$ cat config.mk
export PLATFORM = sky130hd
export DESIGN_NAME = channel_level_trigger_detector
export DESIGN_NICKNAME = d
export VERILOG_FILES = /design/src/hw/trig_pkg.sv /design/src/hw/trig_if.sv /design/src/hw/channel_level_trigger_detector.sv /design/src/hw/level_comparator.sv /design/src/hw/avmm_slave.sv
export SDC_FILE = /design/constraint.sdc
export NUM_CORES = 1
export LEC_CHECK = 0
export BUFFER_PORTS_ARGS = -buffer_cell sky130_fd_sc_hd__buf_2
export CORE_MARGIN = 2
export CORE_UTILIZATION = 35
export DETAILED_ROUTE_END_ITERATION = 10
export SETUP_SLACK_MARGIN = 0.2
export SYNTH_ARGS = -nofsm -noshare
export SYNTH_HDL_FRONTEND = slang
export SYNTH_SLANG_ARGS = --single-unit
$ cat constraint.sdc
create_clock -name MCLK -period 6.9 [get_ports MCLK]
set_clock_uncertainty 0.15 [all_clocks]
set_input_delay 0.69 -clock MCLK [delete_from_list [all_inputs] [get_ports MCLK]]
set_output_delay 0.69 -clock MCLK [all_outputs]
set_load 0.1 [all_outputs]
$ cat src/hw/trig_pkg.sv
// Function
// RQ1 - basic mode uses primary comparator; level and crossing direction are programmable
// RQ2 - trigger only when the signal passes through the level, not merely beyond it
// RQ3 - dual mode runs both comparators; trigger on leaving the range either way
// RQ4 - dual mode with inverted directions triggers on re-entering the range
// RQ5 - secondary direction is always the opposite of the primary direction
// RQ6 - one hysteresis amount serves both comparators
// RQ7 - each level takes any input value, independent of the other
// RQ8 - window mode arms on opposite crossing of primary; unarmed crossings never trigger
// RQ9 - window mode triggers on armed primary crossing; secondary crossing disarms
// RQ10 - dual-window treats both levels alike as arm, trigger and disarm levels
// RQ11 - dual-window arms a level on its opposite-direction crossing
// RQ12 - dual-window set-direction crossing of one level disarms the other
// RQ13 - dual-window set-direction crossing of an armed level triggers
// RQ14 - sequential mode enables secondary only after primary crossing; secondary triggers
// RQ15 - sequential mode works with primary below secondary; no ordering constraint
// RQ16 - qualifier modes drive the qualifier line instead of the trigger
// RQ17 - single-level qualifier acts as basic, two-level qualifier acts as dual
// RQ18 - trigger on first sample strictly beyond level; equal sample never triggers
// RQ19 - signal already beyond level at start gives no trigger until a crossing
// RQ20 - hysteresis is a second threshold that must be passed to arm the comparator
// RQ21 - recorder logic ORs all channel triggers together
// RQ22 - mode select covers off and seven modes; off gives no output
// RQ23 - window: primary arms and triggers, secondary disarms; arm states clear on reset or change
// RQ24 - output is a one-sample pulse registered the cycle after the sample
package trig_pkg;
    localparam int SAMPLE_W = 16;
    localparam int DATA_W = 32;
    localparam int ADDR_W = 5;
    localparam int CNT_W = 16;
    localparam logic [4:0] OFF_CTRL = 5'h00;
    localparam logic [4:0] OFF_PLEVEL = 5'h04;
    localparam logic [4:0] OFF_SLEVEL = 5'h08;
    localparam logic [4:0] OFF_HYST = 5'h0C;
    localparam logic [4:0] OFF_STATUS = 5'h10;
    localparam logic [4:0] OFF_COUNT = 5'h14;
    localparam int CTRL_MODE_LSB = 0;
    localparam int CTRL_MODE_W = 3;
    localparam int CTRL_DIR_BIT = 4;
    localparam int ST_WIN_BIT = 0;
    localparam int ST_DWP_BIT = 1;
    localparam int ST_DWS_BIT = 2;
    localparam int ST_SEQ_BIT = 3;
    localparam int CNT_TRIG_LSB = 0;
    localparam int CNT_QUAL_LSB = 16;
    localparam logic RESET_DIR = 1'b1;
    localparam logic [15:0] RESET_LEVEL = 16'h0000;
    localparam logic [15:0] RESET_HYST = 16'h0000;
    localparam logic [15:0] RESET_CNT = 16'h0000;
    typedef enum logic [2:0] {
        MODE_OFF, MODE_BASIC, MODE_DUAL, MODE_WINDOW,
        MODE_DWINDOW, MODE_SEQ, MODE_QUAL1, MODE_QUAL2
    } mode_type;
endpackage

$ cat src/hw/trig_if.sv
`timescale 1ns/100ps
interface cmp_if;
    logic signed [15:0] sample;
    logic signed [15:0] level;
    logic [15:0] hyst;
    logic valid;
    logic dir;
    logic clear;
    logic hit_fwd;
    logic hit_rev;
    modport ctl (output sample, level, hyst, valid, dir, clear, input hit_fwd, hit_rev);
    modport cmp (input sample, level, hyst, valid, dir, clear, output hit_fwd, hit_rev);
endinterface // cmp_if

interface bus_if;
    logic [4:0] addr;
    logic [31:0] wdata;
    logic [31:0] rdata;
    logic [3:0] be;
    logic wr_stb;
    modport slv (output addr, wdata, be, wr_stb, input rdata);
    modport regs (input addr, wdata, be, wr_stb, output rdata);
endinterface // bus_if

$ cat src/hw/channel_level_trigger_detector.sv
`timescale 1ns/100ps
module channel_level_trigger_detector (
    input wire logic MCLK,
    input wire logic RSTN,
    input wire logic signed [15:0] SAMPLE_DATA,
    input wire logic SAMPLE_VALID,
    input wire logic [4:0] AVS_ADDRESS,
    input wire logic AVS_READ,
    input wire logic AVS_WRITE,
    input wire logic [3:0] AVS_BYTEENABLE,
    input wire logic [31:0] AVS_WRITEDATA,
    output logic [31:0] AVS_READDATA,
    output logic AVS_WAITREQUEST,
    output logic TRIG_OUT,
    output logic QUAL_OUT
);
    cmp_if cmp_p ();
    cmp_if cmp_s ();
    bus_if bus ();

    function automatic logic reg_sel(input logic [4:0] addr, input logic [4:0] off);
        return addr[4:2] == off[4:2];
    endfunction

    function automatic logic [31:0] merge_bytes(input logic [31:0] old, input logic [31:0] wd,
                                               input logic [3:0] be);
        logic [31:0] r;
        r = old;
        for (int i = 0; i < 4; i++) begin
            if (be[i]) begin
                r[8*i +: 8] = wd[8*i +: 8];
            end
        end
        return r;
    endfunction

    // configuration registers
    trig_pkg::mode_type mode_reg, mode_next;
    logic dir_reg, dir_next;
    logic signed [15:0] plevel_reg, plevel_next, slevel_reg, slevel_next;
    logic [15:0] hyst_reg, hyst_next;
    logic cnt_clr;
    logic [31:0] merged;

    // detector state
    trig_pkg::mode_type seen_mode_reg, seen_mode_next;
    logic seen_dir_reg, seen_dir_next;
    logic win_armed_reg, win_armed_next;
    logic dwp_armed_reg, dwp_armed_next;
    logic dws_armed_reg, dws_armed_next;
    logic seq_armed_reg, seq_armed_next;
    logic trig_reg, trig_next, qual_reg, qual_next;
    logic [15:0] trig_cnt_reg, trig_cnt_next, qual_cnt_reg, qual_cnt_next;
    logic cfg_chg, pf, pr, sf, sr, s_any, fire, qfire;

    avmm_slave u_bus (
        .clk(MCLK),
        .rst_n(RSTN),
        .address(AVS_ADDRESS),
        .read(AVS_READ),
        .write(AVS_WRITE),
        .byteenable(AVS_BYTEENABLE),
        .writedata(AVS_WRITEDATA),
        .readdata(AVS_READDATA),
        .waitrequest(AVS_WAITREQUEST),
        .bus(bus.slv)
    );

    level_comparator u_cmp_p (
        .clk(MCLK),
        .rst_n(RSTN),
        .port(cmp_p.cmp)
    );

    level_comparator u_cmp_s (
        .clk(MCLK),
        .rst_n(RSTN),
        .port(cmp_s.cmp)
    );

    // register file: write side and read mux
    always_comb begin
        mode_next = mode_reg;
        dir_next = dir_reg;
        plevel_next = plevel_reg;
        slevel_next = slevel_reg;
        hyst_next = hyst_reg;
        cnt_clr = 1'b0;
        merged = 32'h0000_0000;
        if (bus.wr_stb && reg_sel(bus.addr, trig_pkg::OFF_CTRL)) begin
            merged = {27'h000_0000, dir_reg, 1'b0, mode_reg};
            merged = merge_bytes(merged, bus.wdata, bus.be);
            mode_next = trig_pkg::mode_type'(merged[trig_pkg::CTRL_MODE_LSB +: trig_pkg::CTRL_MODE_W]); // [RQ22]
            dir_next = merged[trig_pkg::CTRL_DIR_BIT];
        end
        if (bus.wr_stb && reg_sel(bus.addr, trig_pkg::OFF_PLEVEL)) begin
            merged = merge_bytes({16'h0000, plevel_reg}, bus.wdata, bus.be);
            plevel_next = merged[15:0]; // [RQ7]
        end
        if (bus.wr_stb && reg_sel(bus.addr, trig_pkg::OFF_SLEVEL)) begin
            merged = merge_bytes({16'h0000, slevel_reg}, bus.wdata, bus.be);
            slevel_next = merged[15:0]; // [RQ7]
        end
        if (bus.wr_stb && reg_sel(bus.addr, trig_pkg::OFF_HYST)) begin
            merged = merge_bytes({16'h0000, hyst_reg}, bus.wdata, bus.be);
            hyst_next = merged[15:0];
        end
        // any write to the counter word clears both counters, whatever the byte enables
        if (bus.wr_stb && reg_sel(bus.addr, trig_pkg::OFF_COUNT)) begin
            cnt_clr = 1'b1;
        end
        bus.rdata = 32'h0000_0000;
        if (reg_sel(bus.addr, trig_pkg::OFF_CTRL)) begin
            bus.rdata[trig_pkg::CTRL_MODE_LSB +: trig_pkg::CTRL_MODE_W] = mode_reg;
            bus.rdata[trig_pkg::CTRL_DIR_BIT] = dir_reg;
        end else if (reg_sel(bus.addr, trig_pkg::OFF_PLEVEL)) begin
            bus.rdata[15:0] = plevel_reg;
        end else if (reg_sel(bus.addr, trig_pkg::OFF_SLEVEL)) begin
            bus.rdata[15:0] = slevel_reg;
        end else if (reg_sel(bus.addr, trig_pkg::OFF_HYST)) begin
            bus.rdata[15:0] = hyst_reg;
        end else if (reg_sel(bus.addr, trig_pkg::OFF_STATUS)) begin
            bus.rdata[trig_pkg::ST_WIN_BIT] = win_armed_reg;
            bus.rdata[trig_pkg::ST_DWP_BIT] = dwp_armed_reg;
            bus.rdata[trig_pkg::ST_DWS_BIT] = dws_armed_reg;
            bus.rdata[trig_pkg::ST_SEQ_BIT] = seq_armed_reg;
        end else if (reg_sel(bus.addr, trig_pkg::OFF_COUNT)) begin
            bus.rdata[trig_pkg::CNT_TRIG_LSB +: trig_pkg::CNT_W] = trig_cnt_reg;
            bus.rdata[trig_pkg::CNT_QUAL_LSB +: trig_pkg::CNT_W] = qual_cnt_reg;
        end
    end

    always_ff @(posedge MCLK or negedge RSTN) begin
        if (!RSTN) begin
            mode_reg <= trig_pkg::MODE_OFF;
            dir_reg <= trig_pkg::RESET_DIR;
            plevel_reg <= trig_pkg::RESET_LEVEL;
            slevel_reg <= trig_pkg::RESET_LEVEL;
            hyst_reg <= trig_pkg::RESET_HYST;
        end else begin
            mode_reg <= mode_next;
            dir_reg <= dir_next;
            plevel_reg <= plevel_next;
            slevel_reg <= slevel_next;
            hyst_reg <= hyst_next;
        end
    end

    // comparator wiring; a mode or direction change restarts both comparators unarmed
    always_comb begin
        cfg_chg = (mode_reg != seen_mode_reg) || (dir_reg != seen_dir_reg);
        cmp_p.sample = SAMPLE_DATA;
        cmp_p.valid = SAMPLE_VALID;
        cmp_p.level = plevel_reg;
        cmp_p.hyst = hyst_reg; // [RQ6]
        cmp_p.dir = dir_reg; // [RQ1]
        cmp_p.clear = cfg_chg || (mode_reg == trig_pkg::MODE_OFF); // [RQ23]
        cmp_s.sample = SAMPLE_DATA;
        cmp_s.valid = SAMPLE_VALID;
        cmp_s.level = slevel_reg;
        cmp_s.hyst = hyst_reg; // [RQ6]
        cmp_s.dir = ~dir_reg; // [RQ5]
        // secondary stays cleared until the primary has been crossed in sequential mode
        cmp_s.clear = cmp_p.clear || ((mode_reg == trig_pkg::MODE_SEQ) && !seq_armed_reg); // [RQ14]
    end

    // mode logic
    always_comb begin
        pf = cmp_p.hit_fwd & ~cfg_chg;
        pr = cmp_p.hit_rev & ~cfg_chg;
        sf = cmp_s.hit_fwd & ~cfg_chg;
        sr = cmp_s.hit_rev & ~cfg_chg;
        s_any = sf | sr;
        fire = 1'b0;
        qfire = 1'b0;
        win_armed_next = win_armed_reg;
        dwp_armed_next = dwp_armed_reg;
        dws_armed_next = dws_armed_reg;
        seq_armed_next = seq_armed_reg;
        seen_mode_next = mode_reg;
        seen_dir_next = dir_reg;
        unique case (mode_reg)
            trig_pkg::MODE_OFF: begin
                fire = 1'b0; // [RQ22]
            end
            trig_pkg::MODE_BASIC: begin
                fire = pf; // [RQ1]
            end
            trig_pkg::MODE_DUAL: begin
                // swapping the levels turns leave-the-range into re-enter-the-range
                fire = pf | sf; // [RQ3] [RQ4]
            end
            trig_pkg::MODE_WINDOW: begin
                fire = win_armed_reg & pf & ~s_any; // [RQ8] [RQ9]
                if (s_any || fire) begin
                    win_armed_next = 1'b0; // [RQ9] [RQ23]
                end else if (pr) begin
                    win_armed_next = 1'b1; // [RQ8]
                end
            end
            trig_pkg::MODE_DWINDOW: begin
                fire = (dwp_armed_reg & pf) | (dws_armed_reg & sf); // [RQ10] [RQ13]
                if (sf || (dwp_armed_reg && pf)) begin
                    dwp_armed_next = 1'b0; // [RQ12]
                end else if (pr) begin
                    dwp_armed_next = 1'b1; // [RQ11]
                end
                if (pf || (dws_armed_reg && sf)) begin
                    dws_armed_next = 1'b0; // [RQ12]
                end else if (sr) begin
                    dws_armed_next = 1'b1; // [RQ11]
                end
            end
            trig_pkg::MODE_SEQ: begin
                // no level ordering assumed: each comparator crosses on its own level
                fire = seq_armed_reg & sf; // [RQ14] [RQ15]
                if (fire) begin
                    seq_armed_next = 1'b0;
                end else if (pf) begin
                    seq_armed_next = 1'b1; // [RQ14]
                end
            end
            trig_pkg::MODE_QUAL1: begin
                qfire = pf; // [RQ16] [RQ17]
            end
            trig_pkg::MODE_QUAL2: begin
                qfire = pf | sf; // [RQ16] [RQ17]
            end
        endcase
        if (cfg_chg) begin
            win_armed_next = 1'b0; // [RQ23]
            dwp_armed_next = 1'b0;
            dws_armed_next = 1'b0;
            seq_armed_next = 1'b0;
        end
        trig_next = fire; // [RQ24]
        qual_next = qfire; // [RQ24]
        // an event in the clearing cycle still counts
        trig_cnt_next = cnt_clr ? trig_pkg::RESET_CNT : trig_cnt_reg;
        qual_cnt_next = cnt_clr ? trig_pkg::RESET_CNT : qual_cnt_reg;
        if (fire) begin
            trig_cnt_next = trig_cnt_next + 16'h0001;
        end
        if (qfire) begin
            qual_cnt_next = qual_cnt_next + 16'h0001;
        end
    end

    always_ff @(posedge MCLK or negedge RSTN) begin
        if (!RSTN) begin
            seen_mode_reg <= trig_pkg::MODE_OFF;
            seen_dir_reg <= trig_pkg::RESET_DIR;
            win_armed_reg <= 1'b0;
            dwp_armed_reg <= 1'b0;
            dws_armed_reg <= 1'b0;
            seq_armed_reg <= 1'b0;
            trig_reg <= 1'b0;
            qual_reg <= 1'b0;
            trig_cnt_reg <= trig_pkg::RESET_CNT;
            qual_cnt_reg <= trig_pkg::RESET_CNT;
        end else begin
            seen_mode_reg <= seen_mode_next;
            seen_dir_reg <= seen_dir_next;
            win_armed_reg <= win_armed_next;
            dwp_armed_reg <= dwp_armed_next;
            dws_armed_reg <= dws_armed_next;
            seq_armed_reg <= seq_armed_next;
            trig_reg <= trig_next;
            qual_reg <= qual_next;
            trig_cnt_reg <= trig_cnt_next;
            qual_cnt_reg <= qual_cnt_next;
        end
    end

    assign TRIG_OUT = trig_reg;
    assign QUAL_OUT = qual_reg;
endmodule // channel_level_trigger_detector

$ cat src/hw/level_comparator.sv
`timescale 1ns/100ps
module level_comparator (
    input wire logic clk,
    input wire logic rst_n,
    cmp_if.cmp port
);
    logic up_armed_reg, up_armed_next, down_armed_reg, down_armed_next;
    logic signed [17:0] smp, lvl, lo, hi;
    logic above, below, up_hit, down_hit;

    always_comb begin
        smp = {{2{port.sample[15]}}, port.sample};
        lvl = {{2{port.level[15]}}, port.level};
        lo = lvl - $signed({2'b00, port.hyst});
        hi = lvl + $signed({2'b00, port.hyst});
        above = smp > lvl; // [RQ18]
        below = smp < lvl; // [RQ18]
        up_hit = port.valid & up_armed_reg & above; // [RQ2]
        down_hit = port.valid & down_armed_reg & below; // [RQ2]
        up_armed_next = up_armed_reg;
        down_armed_next = down_armed_reg;
        // arming needs the far side of the hysteresis band, so noise at the level cannot re-fire
        if (port.clear) begin
            up_armed_next = 1'b0; // [RQ19]
            down_armed_next = 1'b0; // [RQ19]
        end else if (port.valid) begin
            if (smp < lo) begin
                up_armed_next = 1'b1; // [RQ20]
            end else if (above) begin
                up_armed_next = 1'b0;
            end
            if (smp > hi) begin
                down_armed_next = 1'b1; // [RQ20]
            end else if (below) begin
                down_armed_next = 1'b0;
            end
        end
        port.hit_fwd = port.dir ? up_hit : down_hit; // [RQ1]
        port.hit_rev = port.dir ? down_hit : up_hit;
    end

    always_ff @(posedge clk or negedge rst_n) begin
        if (!rst_n) begin
            up_armed_reg <= 1'b0;
            down_armed_reg <= 1'b0;
        end else begin
            up_armed_reg <= up_armed_next;
            down_armed_reg <= down_armed_next;
        end
    end
endmodule // level_comparator

$ cat src/hw/avmm_slave.sv
`timescale 1ns/100ps
module avmm_slave (
    input wire logic clk,
    input wire logic rst_n,
    input wire logic [4:0] address,
    input wire logic read,
    input wire logic write,
    input wire logic [3:0] byteenable,
    input wire logic [31:0] writedata,
    output logic [31:0] readdata,
    output logic waitrequest,
    bus_if.slv bus
);
    logic wait_reg, wait_next;
    logic [31:0] rdata_reg, rdata_next;

    // fixed two-cycle access: request seen with wait high, answered one cycle later
    always_comb begin
        wait_next = wait_reg;
        rdata_next = rdata_reg;
        if (wait_reg && (read || write)) begin
            wait_next = 1'b0;
        end else if (!wait_reg) begin
            wait_next = 1'b1;
        end
        if (wait_reg && read) begin
            rdata_next = bus.rdata;
        end
        bus.addr = address;
        bus.wdata = writedata;
        bus.be = byteenable;
        bus.wr_stb = write & ~wait_reg;
    end

    always_ff @(posedge clk or negedge rst_n) begin
        if (!rst_n) begin
            wait_reg <= 1'b1;
            rdata_reg <= 32'h0000_0000;
        end else begin
            wait_reg <= wait_next;
            rdata_reg <= rdata_next;
        end
    end

    assign readdata = rdata_reg;
    assign waitrequest = wait_reg;
endmodule // avmm_slave

==> results.cfg <==
[power]
ir_worst_vdd_mv = 0.178
p_leak_nw = 6.03
power_density_mw_per_mm2 = 395

[final_layout]
area_growth_pct = 12.1
design_area_mm2 = 0.0129
largest_reg_flops = 32
final_layout_size_suffix_gt1_share_pct = 10.5
nNetsFinal = 1636
antennaDiodeCount = 0

[sta]
hold_viol_final = 0
report.final.slew_viol_count = 0
timing.fmax_mhz = 209
fin_crit_sh_pct = 69.4
setup_viol = 0
fin_crit_ns = 4.79
relSlewSlack_pct = 25.3
rsz0062_at_grt = false
worst_slack_ns = 2.11
worstMarginPinSlew_ns = 1.12
finalSetupTns_ns = 0

[global_routing]
grt_pass1_wl_um = 53800
antenna_found_initial = 0
grt_pass1_vias = 10200
grt_max_degree = 78
track_usage_pct = 20.0
overflow = 0

[yosys]
netlist_instances = 1351
yosysWarnings = 0
synth_top_area_share_pct = 27.8
synth.top_cells.by_count = ha_1, dfrtp_1, nand2_1
yosysSeqAreaShare_pct = 28.4
synth_top_area_cell = dfrtp_1
syn_area_mm2 = 0.0115
avgSynthCellArea_um2 = 8.54
synth_seq_cells = 131
synth_most_common_cell = ha_1
synth_top_flop_cell = dfrtp_1
synth_nets = 1587
yosysUniqueCellTypes = 74
synth_edf_count = 0
yosys-top-cells-area = dfrtp_1, ha_1, o21ai_0, nand2_1, xnor2_1
synthArstFlopShare_pct = 100

[route]
avgRoutedWirePerCell_um = 18.1
wl_um = 33700
drcViolationCount = 0
drt_iter0_markers = 640
vias_per_cell = 5.55
ant_nets = 0
first_pass_iters = 5
vias = 10300

[setup_path]
crit_chain = inv_1 -> ha_1 -> nand2b_1 -> a21oi_1 -> o21ba_2 -> o41ai_1 -> o41ai_1 -> o41a_1 -> a2111oi_0 -> o21bai_1 -> xnor2_1 -> ha_1 -> a21o_1 -> nand2_1 -> o2111ai_1 -> o21ai_0 -> a21boi_0
worst_setup_path_start_kind = register
crit_family = compound AO/OA/AOI/OAI gates
arrival_ns = 4.91
cpPeakStageDelay_ns = 0.53
cp_slowest_cell = dfrtp_1
end_kind = register
critPathMaxFanout = 6
critPathBufInv = 1
worstSetupPathType = reg -> reg
required_ns = 7.03

[run]
drv_cap = 0

[die]
rows = 66
ios = 97
dieArea_mm2 = 0.0344
die_x_um = 186
start_util_pct = 35.5
coreArea_mm2 = 0.0325
die_y_um = 186

[min_path]
hp-class = in -> async

[clock_tree]
clock_latency_ns = 0.43
cts_setup_buffers = 0
cts_max_path_buffers = 2
cts.sinks = 131
htreeDepth = 4
cts.clk_slew.worst_paths_ns = 0.06
cts_hold_buf = 0
cts_tree = built
cts_resized = 0
cts_buffers = 17
clock-root-buffer = clkbuf_16

[placement]
portBuffers = 76
dp_slack_ns = 2.15
gp_congestion = 0.880
hpwl_um = 26600
dpl-instance-area_mm2 = 0.0123

[run_status]
status = finished, final reports clean
layout make-up:
class / count / area [µm²]
fill: 3302 / 19600
multi-input combinational: 1070 / 7670
sequential: 131 / 3280
tap: 442 / 553
clock buffer: 19 / 453
timing repair buffer: 83 / 439
inverter: 97 / 364
clock inverter: 13 / 174
metrics by stage:
stage,util (%),hold WS (ns),power (mW),instances
floorplan,-,0.202,3.38,1351
global placement,37.8,0.307,4.04,1823
detailed placement,37.8,0.310,4.12,1823
CTS,39.8,0.0804,5.11,1855
global route,39.8,0.103,5.55,1855
finish,39.8,0.0600,5.11,1855
routing by layer:
layer / vias to the layer above / wire, µm / global-route usage, %
met5: - / 0 / 0
met3: 40 / 1470 / 2.52
met2: 253 / 15800 / 34.0
met4: 0 / 654 / 6.05
met1: 4982 / 15700 / 26.6
li1: 5014 / - / -
path summary, 6_finish.rpt:
| check | start | end | slack, ns | cells past startpoint |
|---|---|---|---|---|
| setup / recovery | cmp_p.hyst[1] | u_cmp_p.down_armed_reg | 2.11 | 17 |
| hold / removal | RSTN | dwp_armed_reg | 0.06 | 1 |
| setup reg to reg | cmp_p.hyst[1] | u_cmp_p.down_armed_reg | 2.11 | 17 |
| hold reg to reg | cmp_p.dir | seen_dir_reg | 0.32 | 0 |
| max in group asynchronous | RSTN | qual_cnt_reg[12] | 5.11 | 2 |
| min in group MCLK | AVS_READ | u_bus.waitrequest | 0.27 | 2 |
layout by cell type (no fill, tap or decap), types with 5 or more instances in the layout:
cell type / synthesis / routed
o21ba_2: 5 / 5
a211oi_1: 13 / 13
nor2b_1: 24 / 24
or4_1: 13 / 13
nand2_1: 128 / 128
xor2_1: 25 / 25
o211ai_1: 13 / 13
inv_1: 95 / 95
o21bai_1: 17 / 17
o22ai_1: 14 / 14
a31oi_1: 20 / 20
o31ai_1: 12 / 12
mux2_2: 6 / 6
clkbuf_16: 0 / 17
o2111ai_1: 5 / 5
a22oi_1: 6 / 6
buf_4: 0 / 7
nor2_1: 79 / 79
and4_1: 6 / 6
o21ai_0: 100 / 100
mux2i_1: 15 / 15
xnor2_1: 48 / 48
nor3_1: 37 / 37
nand4_1: 24 / 24
o21a_1: 15 / 15
nand3_1: 30 / 30
dfrtp_1: 128 / 128
a22o_1: 17 / 17
nor4_1: 5 / 5
and3_1: 14 / 14
ha_1: 170 / 170
and2_1: 11 / 11
nand2b_1: 13 / 13
buf_2: 3 / 75
a21o_1: 27 / 27
a21oi_1: 80 / 80
or3_1: 11 / 11
cells by family after synthesis:
kind of cell             synth area share, %
AO/OA/AOI/OAI                           22.0
XOR/XNOR                                5.54
adder cells (fa/ha/maj)                 19.1
buffers and inverters                   5.04
flip-flops                              28.4
multiplexers                            2.08
AND/OR/NAND/NOR                         17.8
power by group:
| part | total [mW] | leakage (nW) | switching [mW] | internal, mW |
|---|---|---|---|---|
| Sequential | 1.06 | 1.67 | 0.178 | 0.887 |
| Combinational | 3.08 | 4.07 | 1.80 | 1.28 |
| Clock | 0.970 | 0.297 | 0.376 | 0.593 |
| Total | 5.11 | 6.03 | 2.35 | 2.76 |
Power figures use the tool's default switching activity.
